<file path="src/logic/cap_defines.svh">
`ifndef CAP_DEFINES_SVH
`define CAP_DEFINES_SVH

// ----------------------------------------
// Register byte offsets
// ----------------------------------------
`define CAP_OFS_PROG_PAGE   8'h00
`define CAP_OFS_RAM_PAGE    8'h04
`define CAP_OFS_EEP_PAGE    8'h08
`define CAP_OFS_MAP_CTL     8'h0c
`define CAP_OFS_LAST_XLATE  8'h10

// ----------------------------------------
// Fields and reset values
// ----------------------------------------
`define CAP_CTL_HIMAP_BIT   0
`define CAP_PROG_PAGE_RST   8'hfe
`define CAP_RAM_PAGE_RST    8'hfd
`define CAP_EEP_PAGE_RST    8'hfe
`define CAP_MAP_CTL_RST     8'h00
`define CAP_INT_FIRST_DEF   248

// ----------------------------------------
// Global address bases
// ----------------------------------------
`define CAP_G_PROG_BASE     23'h40_0000
`define CAP_G_FIX_BASE      23'h7f_0000
`define CAP_G_HIMAP_BASE    23'h14_4000
`define CAP_G_RAM_BASE      23'h00_0000
`define CAP_G_EEP_BASE      23'h10_0000

// ----------------------------------------
// AXI responses
// ----------------------------------------
`define CAP_RESP_OKAY       2'h0
`define CAP_RESP_DECERR     2'h3

`endif

</file>
<file path="src/logic/cap_pkg.sv">
package cap_pkg;

  typedef logic [22:0] cap_gaddr_t;
  typedef logic [7:0]  cap_page_t;

  // ----------------------------------------
  // Local window kinds
  // ----------------------------------------
  typedef enum logic [2:0] {
    CAP_WIN_FIXED = 3'h0,
    CAP_WIN_EEP   = 3'h1,
    CAP_WIN_RAM   = 3'h2,
    CAP_WIN_HIMAP = 3'h3,
    CAP_WIN_PROG  = 3'h4,
    CAP_WIN_TOP   = 3'h5
  } cap_win_e;

  function automatic cap_win_e cap_decode(input logic [15:0] a);
    cap_win_e w;
    w = CAP_WIN_FIXED;
    if (a[15:14] == 2'h3) begin
      w = CAP_WIN_TOP;
    end else if (a[15:14] == 2'h2) begin
      w = CAP_WIN_PROG;
    end else if (a[15:14] == 2'h1) begin
      w = CAP_WIN_HIMAP;
    end else if (a[15:12] == 4'h1) begin
      w = CAP_WIN_RAM;
    end else if (a[15:10] == 6'h02) begin
      w = CAP_WIN_EEP;
    end
    return w;
  endfunction : cap_decode

endpackage : cap_pkg

</file>
<file path="src/logic/cap_top.sv">
// Functional notes
// - Eight-bit program page picks one of 256 16K blocks at 0x8000-0xBFFF.
// - Program page is bus readable, writable, and loaded by paged call and return.
// - 0x4000-0x7FFF goes internal to 0x7F_4000 or, high-map set, external 0x14_4000.
// - Program window lands in 0x40_0000-0x7F_FFFF; on-chip size picks internal or external.
// - 0xC000-0xFFFF is unpaged, always 0x7F_C000-0x7F_FFFF, never external.
// - Eight-bit RAM page maps 4K blocks into 0x1000-0x1FFF.
// - Eight-bit EEPROM page maps 1K blocks into window from 0x0800.
// - Registers, vectors and fixed memory sit in unpaged space, untouched by pages.
//
// The AXI4-Lite register port and the register addresses were chosen for this implementation.
`timescale 1ns/100ps
`include "cap_defines.svh"

module cap_top #(
  parameter int ADDR_W         = 8,
  parameter int INT_PAGE_FIRST = `CAP_INT_FIRST_DEF
) (
  input  wire logic               aclk,
  input  wire logic               aresetn,
  input  wire logic               ce,
  input  wire logic [ADDR_W-1:0]  s_awaddr,
  input  wire logic               s_awvalid,
  output      logic               s_awready,
  input  wire logic [31:0]        s_wdata,
  input  wire logic [3:0]         s_wstrb,
  input  wire logic               s_wvalid,
  output      logic               s_wready,
  output      logic [1:0]         s_bresp,
  output      logic               s_bvalid,
  input  wire logic               s_bready,
  input  wire logic [ADDR_W-1:0]  s_araddr,
  input  wire logic               s_arvalid,
  output      logic               s_arready,
  output      logic [31:0]        s_rdata,
  output      logic [1:0]         s_rresp,
  output      logic               s_rvalid,
  input  wire logic               s_rready,
  input  wire logic               core_req,
  input  wire logic [15:0]        core_addr,
  input  wire logic               page_call_load,
  input  wire logic               page_return_load,
  input  wire cap_pkg::cap_page_t page_value,
  output      logic               xl_valid,
  output      cap_pkg::cap_gaddr_t xl_global,
  output      logic               xl_external
);
  import cap_pkg::*;

  // The decoder always looks at bits 7:2, so narrower buses cannot be served
  if (ADDR_W < 8 || ADDR_W > 32) begin : g_bad_aw
    $error("cap_top: ADDR_W must be 8 to 32");
  end
  if (INT_PAGE_FIRST < 0 || INT_PAGE_FIRST > 256) begin : g_bad_first
    $error("cap_top: INT_PAGE_FIRST must be 0 to 256");
  end

  // ----------------------------------------
  // Register bus write path
  // ----------------------------------------
  logic              awready_q, wready_q, bvalid_q, aw_hold_q, w_hold_q;
  logic [1:0]        bresp_q;
  logic [ADDR_W-1:0] awaddr_q;
  logic [31:0]       wdata_q;
  logic              wstrb0_q;
  cap_page_t         prog_page_q, ram_page_q, eep_page_q, map_ctl_q;

  wire               aw_take  = s_awvalid & awready_q;
  wire               w_take   = s_wvalid & wready_q;
  wire               aw_have  = aw_hold_q | aw_take;
  wire               w_have   = w_hold_q | w_take;
  wire               do_write = aw_have & w_have & ~bvalid_q;
  wire [ADDR_W-1:0]  wr_addr  = aw_take ? s_awaddr : awaddr_q;
  wire [7:0]         wr_ofs   = {wr_addr[7:2], 2'h0};
  wire [31:0]        wr_data  = w_take ? s_wdata : wdata_q;
  wire               wr_lane0 = w_take ? s_wstrb[0] : wstrb0_q;
  wire               wr_hi_ok = (wr_addr >> 8) == '0;
  wire               wr_pp    = do_write & wr_hi_ok & (wr_ofs == `CAP_OFS_PROG_PAGE);
  wire               wr_rp    = do_write & wr_hi_ok & (wr_ofs == `CAP_OFS_RAM_PAGE);
  wire               wr_ep    = do_write & wr_hi_ok & (wr_ofs == `CAP_OFS_EEP_PAGE);
  wire               wr_mc    = do_write & wr_hi_ok & (wr_ofs == `CAP_OFS_MAP_CTL);
  wire               wr_map   = wr_pp | wr_rp | wr_ep | wr_mc;
  wire               aw_hold_d = aw_have & ~do_write;
  wire               w_hold_d  = w_have & ~do_write;
  wire               bvalid_d  = do_write | (bvalid_q & ~s_bready);
  // The core's paged call/return beats a bus write landing in the same cycle
  wire               core_load = page_call_load | page_return_load;
  wire cap_page_t    prog_page_d = core_load ? page_value :
                                   (wr_pp & wr_lane0) ? wr_data[7:0] : prog_page_q;

  always_ff @(posedge aclk) begin
    if (!aresetn) begin
      awready_q <= 1'b0;
      wready_q  <= 1'b0;
      bvalid_q  <= 1'b0;
      bresp_q   <= `CAP_RESP_OKAY;
      aw_hold_q <= 1'b0;
      w_hold_q  <= 1'b0;
      awaddr_q  <= '0;
      wdata_q   <= '0;
      wstrb0_q  <= 1'b0;
    end else if (ce) begin
      awready_q <= ~aw_hold_d & ~bvalid_d;
      wready_q  <= ~w_hold_d & ~bvalid_d;
      bvalid_q  <= bvalid_d;
      aw_hold_q <= aw_hold_d;
      w_hold_q  <= w_hold_d;
      if (aw_take) begin
        awaddr_q <= s_awaddr;
      end
      if (w_take) begin
        wdata_q  <= s_wdata;
        wstrb0_q <= s_wstrb[0];
      end
      if (do_write) begin
        bresp_q <= wr_map ? `CAP_RESP_OKAY : `CAP_RESP_DECERR;
      end
    end
  end

  // ----------------------------------------
  // Page and control registers
  // ----------------------------------------
  always_ff @(posedge aclk) begin
    if (!aresetn) begin
      prog_page_q <= `CAP_PROG_PAGE_RST;
      ram_page_q  <= `CAP_RAM_PAGE_RST;
      eep_page_q  <= `CAP_EEP_PAGE_RST;
      map_ctl_q   <= `CAP_MAP_CTL_RST;
    end else if (ce) begin
      prog_page_q <= prog_page_d;
      if (wr_rp & wr_lane0) begin
        ram_page_q <= wr_data[7:0];
      end
      if (wr_ep & wr_lane0) begin
        eep_page_q <= wr_data[7:0];
      end
      if (wr_mc & wr_lane0) begin
        // Only the high-map select is implemented; other bits read zero
        map_ctl_q <= {7'h00, wr_data[`CAP_CTL_HIMAP_BIT]};
      end
    end
  end

  // ----------------------------------------
  // Address translation
  // ----------------------------------------
  cap_gaddr_t xg;
  logic       xe;
  cap_win_e   xw;
  logic       xl_valid_q, xl_external_q;
  cap_gaddr_t xl_global_q;

  cap_xlate #(
    .INT_PAGE_FIRST (INT_PAGE_FIRST)
  ) u_xlate (
    .local_addr  (core_addr),
    .prog_page   (prog_page_q),
    .ram_page    (ram_page_q),
    .eep_page    (eep_page_q),
    .himap       (map_ctl_q[`CAP_CTL_HIMAP_BIT]),
    .global_addr (xg),
    .external    (xe),
    .window      ()
  );
  assign xw = cap_decode(core_addr);

  // One cycle of latency buys a flop-driven address; result stands until next request
  always_ff @(posedge aclk) begin
    if (!aresetn) begin
      xl_valid_q    <= 1'b0;
      xl_global_q   <= '0;
      xl_external_q <= 1'b0;
    end else if (ce) begin
      xl_valid_q <= core_req;
      if (core_req) begin
        xl_global_q   <= xg;
        xl_external_q <= xe;
      end
    end
  end

  // ----------------------------------------
  // Register bus read path
  // ----------------------------------------
  logic        arready_q, rvalid_q;
  logic [1:0]  rresp_q;
  logic [31:0] rdata_q;

  wire         ar_take  = s_arvalid & arready_q;
  wire [7:0]   rd_ofs   = {s_araddr[7:2], 2'h0};
  wire         rd_hi_ok = (s_araddr >> 8) == '0;
  wire         rvalid_d = ar_take | (rvalid_q & ~s_rready);
  wire         rd_hit   = rd_hi_ok & (rd_ofs <= `CAP_OFS_LAST_XLATE);
  logic [31:0] rd_word;

  always_comb begin
    unique case (rd_ofs)
      `CAP_OFS_PROG_PAGE:  rd_word = {24'h000000, prog_page_q};
      `CAP_OFS_RAM_PAGE:   rd_word = {24'h000000, ram_page_q};
      `CAP_OFS_EEP_PAGE:   rd_word = {24'h000000, eep_page_q};
      `CAP_OFS_MAP_CTL:    rd_word = {24'h000000, map_ctl_q};
      `CAP_OFS_LAST_XLATE: rd_word = {8'h00, xl_external_q, xl_global_q};
      default:             rd_word = 32'h00000000;
    endcase
  end

  always_ff @(posedge aclk) begin
    if (!aresetn) begin
      arready_q <= 1'b0;
      rvalid_q  <= 1'b0;
      rresp_q   <= `CAP_RESP_OKAY;
      rdata_q   <= '0;
    end else if (ce) begin
      arready_q <= ~rvalid_d;
      rvalid_q  <= rvalid_d;
      if (ar_take) begin
        rdata_q <= rd_hit ? rd_word : 32'h00000000;
        rresp_q <= rd_hit ? `CAP_RESP_OKAY : `CAP_RESP_DECERR;
      end
    end
  end

  assign s_awready   = awready_q;
  assign s_wready    = wready_q;
  assign s_bvalid    = bvalid_q;
  assign s_bresp     = bresp_q;
  assign s_arready   = arready_q;
  assign s_rvalid    = rvalid_q;
  assign s_rdata     = rdata_q;
  assign s_rresp     = rresp_q;
  assign xl_valid    = xl_valid_q;
  assign xl_global   = xl_global_q;
  assign xl_external = xl_external_q;

  // ----------------------------------------
  // Checks
  // ----------------------------------------
  logic        chk_live_q, chk_hm_q;
  logic [15:0] chk_addr_q;
  cap_page_t   chk_pp_q, chk_rp_q, chk_ep_q;
  cap_win_e    chk_win_q;

  always_ff @(posedge aclk) begin
    if (!aresetn) begin
      chk_live_q <= 1'b0;
      chk_hm_q   <= 1'b0;
      chk_addr_q <= '0;
      chk_pp_q   <= '0;
      chk_rp_q   <= '0;
      chk_ep_q   <= '0;
      chk_win_q  <= CAP_WIN_FIXED;
    end else if (ce) begin
      chk_live_q <= core_req;
      chk_hm_q   <= map_ctl_q[0];
      chk_addr_q <= core_addr;
      chk_pp_q   <= prog_page_q;
      chk_rp_q   <= ram_page_q;
      chk_ep_q   <= eep_page_q;
      chk_win_q  <= xw;
    end
  end
endmodule : cap_top

</file>
<file path="src/logic/cap_xlate.sv">
`timescale 1ns/100ps
`include "cap_defines.svh"

module cap_xlate #(
  parameter int INT_PAGE_FIRST = `CAP_INT_FIRST_DEF
) (
  input  wire logic [15:0]        local_addr,
  input  wire cap_pkg::cap_page_t prog_page,
  input  wire cap_pkg::cap_page_t ram_page,
  input  wire cap_pkg::cap_page_t eep_page,
  input  wire logic               himap,
  output      cap_pkg::cap_gaddr_t global_addr,
  output      logic               external,
  output      cap_pkg::cap_win_e  window
);
  import cap_pkg::*;

  localparam logic [8:0] INT_FIRST = 9'(INT_PAGE_FIRST);

  wire cap_gaddr_t g_fix   = `CAP_G_FIX_BASE | {7'h00, local_addr};
  wire cap_gaddr_t g_prog  = `CAP_G_PROG_BASE | {1'b0, prog_page, local_addr[13:0]};
  wire cap_gaddr_t g_himap = `CAP_G_HIMAP_BASE | {9'h000, local_addr[13:0]};
  wire cap_gaddr_t g_ram   = `CAP_G_RAM_BASE | {3'h0, ram_page, local_addr[11:0]};
  wire cap_gaddr_t g_eep   = `CAP_G_EEP_BASE | {5'h00, eep_page, local_addr[9:0]};
  // Pages below the first on-chip page fall off chip
  wire             prog_ext = ({1'b0, prog_page} < INT_FIRST);

  assign window = cap_decode(local_addr);

  // ----------------------------------------
  // Window selection
  // ----------------------------------------
  always_comb begin
    unique case (window)
      CAP_WIN_TOP: begin
        global_addr = g_fix;
        external    = 1'b0;
      end
      CAP_WIN_PROG: begin
        global_addr = g_prog;
        external    = prog_ext;
      end
      CAP_WIN_HIMAP: begin
        global_addr = himap ? g_himap : g_fix;
        external    = himap;
      end
      CAP_WIN_RAM: begin
        global_addr = g_ram;
        external    = 1'b0;
      end
      CAP_WIN_EEP: begin
        global_addr = g_eep;
        external    = 1'b0;
      end
      default: begin
        // Registers, vectors and fixed memory ignore every page
        global_addr = g_fix;
        external    = 1'b0;
      end
    endcase
  end

endmodule : cap_xlate

</file>
<file path="config.mk">
export PLATFORM = sky130hd
export DESIGN_NAME = cap_top
export DESIGN_NICKNAME = d
export VERILOG_FILES = /design/src/logic/cap_pkg.sv /design/src/logic/cap_top.sv /design/src/logic/cap_xlate.sv
export VERILOG_INCLUDE_DIRS = /design/src /design/src/logic
export SDC_FILE = /design/constraint.sdc
export NUM_CORES = 1
export LEC_CHECK = 0
export BUFFER_PORTS_ARGS = -buffer_cell sky130_fd_sc_hd__buf_2
export CAP_MARGIN = 20
export CELL_PAD_IN_SITES_DETAIL_PLACEMENT = 0
export CELL_PAD_IN_SITES_GLOBAL_PLACEMENT = 1
export CORE_MARGIN = 2
export CORE_UTILIZATION = 40
export DETAILED_ROUTE_END_ITERATION = 10
export PLACE_DENSITY = 0.92
export SYNTH_ARGS = -nofsm -noshare
export SYNTH_HDL_FRONTEND = slang
export SYNTH_HIERARCHICAL = 1
export SYNTH_SLANG_ARGS = --single-unit
</file>
<file path="constraint.sdc">
create_clock -name aclk -period 3.3 [get_ports aclk]
set_input_delay 0.33 -clock aclk [delete_from_list [all_inputs] [get_ports aclk]]
set_output_delay 0.33 -clock aclk [all_outputs]
set_load 0.05 [all_outputs]
</file>
==> results.json, run 1 <==
{
  "wl_per_cell_um": 15.99,
  "min_period_ps": 2344,
  "fillCellCount": 1108,
  "status": "complete, no violations",
  "routed_wl_um": 12280,
  "post_cts_buffers": 0,
  "drtIter0Drc": 389,
  "path_cells": "nand2_1 > mux2i_2 > o41ai_4 > o2111ai_1 > o31a_1",
  "finalCritPeriodShare": 0.7103,
  "clock-sinks": 98,
  "cts_buffers": 9,
  "start_util": 0.4076,
  "setup_violations": 0,
  "slew_violations": 0,
  "cts_tree": "yes",
  "worst_pin_slew_ps": 815.5,
  "crit_type": "flop to flop",
  "gp_congestion": 0.9331,
  "drc": 0,
  "root_buffer": "clkbuf_16",
  "port_buffers": 113,
  "endpoint_kind": "flop",
  "grt-ovfl-total": 0,
  "ant_nets": 0,
  "rows": 39,
  "cts_buffer_depth": 2,
  "pin_count": 153,
  "min_path_cells": 3,
  "synthesis.area_um2": 4634,
  "drv_cap": 0,
  "fin_setup_tns_ps": 0,
  "fp.coreArea_um2": 11370,
  "min_to": "xl_global[2]",
  "p_leak_uw": 0.002446,
  "worstSkewPairLatency_ps": 350,
  "grt_max_degree": 46,
  "cp-start-kind": "flop",
  "r2r-end": "prog_page_q[3]",
  "nNetsFinal": 712,
  "synthCells": 539,
  "clock_skew_ps": 9.408,
  "worst-path-buf-inv": 0,
  "cp_slowest_cell": "o41ai_4",
  "hold_violations": 0,
  "area_delta_synth_final_pct": 19.03,
  "grt_pass1_wl_um": 19680,
  "first_pass_iters": 6,
  "drive_gt1_frac": 0.2512,
  "grt.total_usage": 0.1936,
  "antennaDiodeCount": 0,
  "r2r_start": "s_awready",
  "postSynthAreaPerCell_um2": 8.598,
  "h-tree-depth": 3,
  "worst_slack_ps": 956.1,
  "hold_class": "primary input to flop",
  "cp.required_ps": 3550,
  "yosysWarnings": 6,
  "cpPeakStageDelay_ps": 840,
  "path_clk_slew_ps": 70,
  "maxClockFrequency_mhz": 426.6,
  "place_worst_setup_slack_ps": 622.5,
  "routed_via_density": 5.513,
  "dp_hpwl_um": 9005,
  "rr_worst_depth": 5,
  "cts_resized": 0,
  "r2r_slack_ps": 960,
  "die_w_um": 111.6,
  "grt_pass1_vias": 3896,
  "peakVddDrop_v": 0.0003230,
  "crit_family": "compound AO/OA/AOI/OAI gates",
  "slew_headroom": 0.4550,
  "rsz0062_at_grt": "false",
  "antenna_found_initial": 0,
  "holdBufCountCts": 0,
  "die_y_um": 111.6,
  "power_density_nw_per_um2": 531.7,
  "die_area_um2": 12460,
  "vias": 4234,
  "critPathMaxFanout": 16,
  "hold_start": "core_addr[2]",
  "crit_arrival_ps": 2590
}
## how the worst max path moves through the flow
| stage | startpoint | end | slack, ps | depth (start not counted) |
|---|---|---|---|---|
| after CTS | s_awready | prog_page_q[7] | 990 | 5 |
| final | s_awready | prog_page_q[3] | 960 | 5 |
| after floorplan | s_awready | prog_page_q[6] | 920 | 6 |
| after global routing | s_awready | prog_page_q[6] | 800 | 5 |
| after global placement | core_addr[15] | xl_global[22] | 710 | 10 |
| after detailed placement | core_addr[15] | xl_global[22] | 620 | 10 |
## cell usage in the layout, fill, tap and decap left out, types with 8 or more instances in the layout
cell type / n
a21oi_1: 57
o21ai_0: 26
nor2_1: 34
conb_1: 8
nand3_1: 23
buf_2: 113
a222oi_1: 10
dfxtp_1: 98
nand2_1: 89
clkbuf_16: 9
and2_1: 10
and3_1: 10
mux2i_1: 27
## worst reg2reg max path, delay by kind of cell, from the launching register on
| family | cells | cell delay [ps] |
|---|---|---|
| AOI/OAI and AO/OA | 3 | 1220 |
| DFF | 1 | 450 |
| muxes | 1 | 320 |
| and+or+nand+nor | 1 | 240 |
## metrics by stage
step	cells	hold WS (ps)	total power, uW	instance area [um2]	utilization
floorplan	546	446.2	1571	4661	-
global route	768	216.7	3021	5517	0.4852
CTS	768	207.9	2940	5517	0.4852
detailed placement	752	445.2	1669	5150	0.4530
global placement	752	434.1	1660	5150	0.4530
finish	768	217.0	2933	5517	0.4852
## routing by layer
layer	part of all wire	wire [um]	vias to the layer above	GRT usage
met2	0.48	5857	135	0.3200
met5	0	0	-	0
li1	-	-	2058	-
met3	0.049	599	19	0.03212
met1	0.46	5601	2022	0.2539
met4	0.018	225	0	0.07490
## registers in the layout (all words and copies together), names as in the netlist, 6 cells and up
| signal | flops |
|---|---|
| wdata_q | 8 |
| prog_page_q | 8 |
| xl_global | 23 |
| s_rdata | 24 |
| ram_page_q | 8 |
| awaddr_q | 6 |
| eep_page_q | 8 |
## power by group
part / leakage (uW) / switching [uW] / internal (uW) / total, uW
Sequential: 0.000797 / 34.2 / 1220 / 1250
Combinational: 0.00147 / 268 / 125 / 393
Clock: 0.000176 / 470 / 818 / 1290
Total: 0.00245 / 772 / 2160 / 2930
## area by class of cell
| type | instances | area [um2] | share of cell area |
|---|---|---|---|
| tap | 143 | 178.9 | 0.03243 |
| clock buffer | 9 | 225.2 | 0.04083 |
| inverter | 6 | 22.52 | 0.004083 |
| clock inverter | 7 | 141.4 | 0.02563 |
| timing repair buffer | 118 | 603.1 | 0.1093 |
| multi-input combinational | 387 | 2384 | 0.4321 |
| sequential | 98 | 1962 | 0.3556 |
Power figures use the tool's default switching activity.
==> run 2, diff against run 1 <==
--- a/config.mk
+++ b/config.mk
@@ -11,9 +11,9 @@
 export CELL_PAD_IN_SITES_DETAIL_PLACEMENT = 0
 export CELL_PAD_IN_SITES_GLOBAL_PLACEMENT = 1
 export CORE_MARGIN = 2
-export CORE_UTILIZATION = 40
+export CORE_UTILIZATION = 37
 export DETAILED_ROUTE_END_ITERATION = 10
-export PLACE_DENSITY = 0.92
+export PLACE_DENSITY = 0.86
 export SYNTH_ARGS = -nofsm -noshare
 export SYNTH_HDL_FRONTEND = slang
 export SYNTH_HIERARCHICAL = 1
==> constraint.sdc (replaced) <==
create_clock -name aclk -period 2.2 [get_ports aclk]
set_input_delay 0.22 -clock aclk [delete_from_list [all_inputs] [get_ports aclk]]
set_output_delay 0.22 -clock aclk [all_outputs]
set_load 0.05 [all_outputs]
==> run 2 against run 1 <==
- critical path depth unchanged
- total power increased by 39%
- die area increased by 7.8%
- count of clock-buffer cells in the layout increased by 2
- via count decreased by 0.28%
- clock power increased by 21%
- non-clock buffer count increased by 19
- combinational power increased by 57%
- global-route usage decreased by 0.83 points
- sequential share of layout area decreased by 0.62 points
- largest power group is now registers
==> results.json, run 2 (synthesis results as in run 1) <==
{
  "path_cells": "a21oi_1 > or3b_4 > or4_1 > or3_1 > a21oi_1",
  "slew_headroom": 0.4672,
  "worst-path-buf-inv": 0,
  "slew_violations": 0,
  "cts_tree": "yes",
  "cp_common_cell": "a21oi_1",
  "antennaDiodeCount": 0,
  "crit_type": "flop to flop",
  "wl_per_cell_um": 15.44,
  "holdBufCountCts": 0,
  "grt.total_usage": 0.1853,
  "pin_count": 153,
  "fin_setup_tns_ps": 0,
  "hold_start": "core_addr[1]",
  "finalCritPeriodShare": 0.9009,
  "fp.coreArea_um2": 12110,
  "routed_via_density": 5.212,
  "clock-sinks": 98,
  "root_buffer": "clkbuf_16",
  "endpoint_kind": "flop",
  "die_area_um2": 13440,
  "p_leak_uw": 0.002513,
  "dp_hpwl_um": 9382,
  "setup_violations": 0,
  "h-tree-depth": 3,
  "worst_pin_slew_ps": 797.3,
  "nNetsFinal": 731,
  "critPathMaxFanout": 7,
  "start_util": 0.3826,
  "cts_resized": 0,
  "routed_wl_um": 12500,
  "port_buffers": 113,
  "stdcell_count": 810,
  "grt_pass1_wl_um": 19420,
  "cp-start-kind": "flop",
  "post_cts_buffers": 0,
  "die_y_um": 115.9,
  "die_w_um": 115.9,
  "r2r_start": "s_awready",
  "cp.required_ps": 2480,
  "grt_pass1_vias": 3903,
  "rsz0062_at_grt": "false",
  "min_period_ps": 1982,
  "largest_reg_flops": 24,
  "min_path_cells": 3,
  "area_delta_synth_final_pct": 21.22,
  "peakVddDrop_v": 0.0003802,
  "grt-ovfl-total": 0,
  "cp_slowest_cell": "or4_1",
  "status": "complete, no violations",
  "hold_class": "primary input to flop",
  "cts_buffer_depth": 2,
  "first_pass_iters": 7,
  "crit_family": "simple AND/OR/NAND/NOR gates",
  "ant_nets": 0,
  "clock_skew_ps": 8.316,
  "maxClockFrequency_mhz": 504.5,
  "r2r_slack_ps": 220,
  "hold_violations": 0,
  "drive_gt1_frac": 0.2726,
  "final_common_cell": "buf_2",
  "worstSkewPairLatency_ps": 340,
  "antenna_found_initial": 0,
  "drtIter0Drc": 306,
  "cpPeakStageDelay_ps": 540,
  "crit_arrival_ps": 2260,
  "grt_max_degree": 27,
  "cts_buffers": 9,
  "vias": 4222,
  "power_density_nw_per_um2": 723.4,
  "gp_congestion": 0.9478,
  "mostFrequentLayoutCells": "buf_2 (113), dfxtp_1 (97), nand2_1 (89)",
  "drc": 0,
  "drv_cap": 0,
  "path_clk_slew_ps": 70,
  "crit_cells": 5,
  "rr_worst_depth": 5,
  "rows": 40,
  "placed_cells": 796,
  "worstSetupStartpoint": "s_awready"
}
run 2: cell count changes in the layout (fill, tap and decap cells not counted), sizes merged:
cell,previous run,this run
buf,118,137
bufinv,4,1
clkbuf,9,11
clkinvlp,1,0
run 2: worst paths after layout:
kind / endpoint
worst max register to register: map_ctl_q[0]
worst min register to register: s_rdata[22]
worst max-delay path: map_ctl_q[0]
worst min-delay path: xl_global[1]
run 2: worst min-delay path, stage by stage:
cell,delay (ps)
buf_2,90
nand2_1,40
a21oi_1,50
run 2: layer usage:
layer | global-route usage | routed length, um | vias up
met1 | 0.2369 | 5702 | 1986
met2 | 0.3060 | 6011 | 122
met3 | 0.02824 | 533 | 15
met5 | 0 | 0 | -
met4 | 0.09127 | 256 | 0
li1 | - | - | 2099
run 2: where the power goes:
part | leakage [uW] | switching, uW | internal, uW
sequential | 0.000797 | 52.1 | 1830
clock | 0.000147 | 639 | 926
combinational | 0.00157 | 407 | 211
run 2: final cells by class:
class | instances | area (um2)
clock buffer | 11 | 252.7
timing repair buffer | 137 | 745.7
clock inverter | 3 | 40.04
fill | 1237 | 6494
inverter | 6 | 22.52
tap | 168 | 210.2
multi-input combinational | 387 | 2384
sequential | 98 | 1963
run 2: metrics by stage:
| stage | setup WS (ps) | util | cell area [um2] | power [uW] | hold slack, ps |
|---|---|---|---|---|---|
| 2_1_floorplan | 50.47 | - | 4662 | 2357 | 363.9 |
| 3_3_place_gp | 111.6 | 0.4397 | 5325 | 2521 | 434.1 |
| 3_5_place_dp | 72.46 | 0.4397 | 5325 | 2533 | 442.8 |
| 4_1_cts | 232.4 | 0.4638 | 5618 | 4096 | 96.22 |
| 5_1_grt | 89.28 | 0.4638 | 5618 | 4222 | 123.8 |
| 6_report | 217.9 | 0.4638 | 5618 | 4064 | 109.1 |
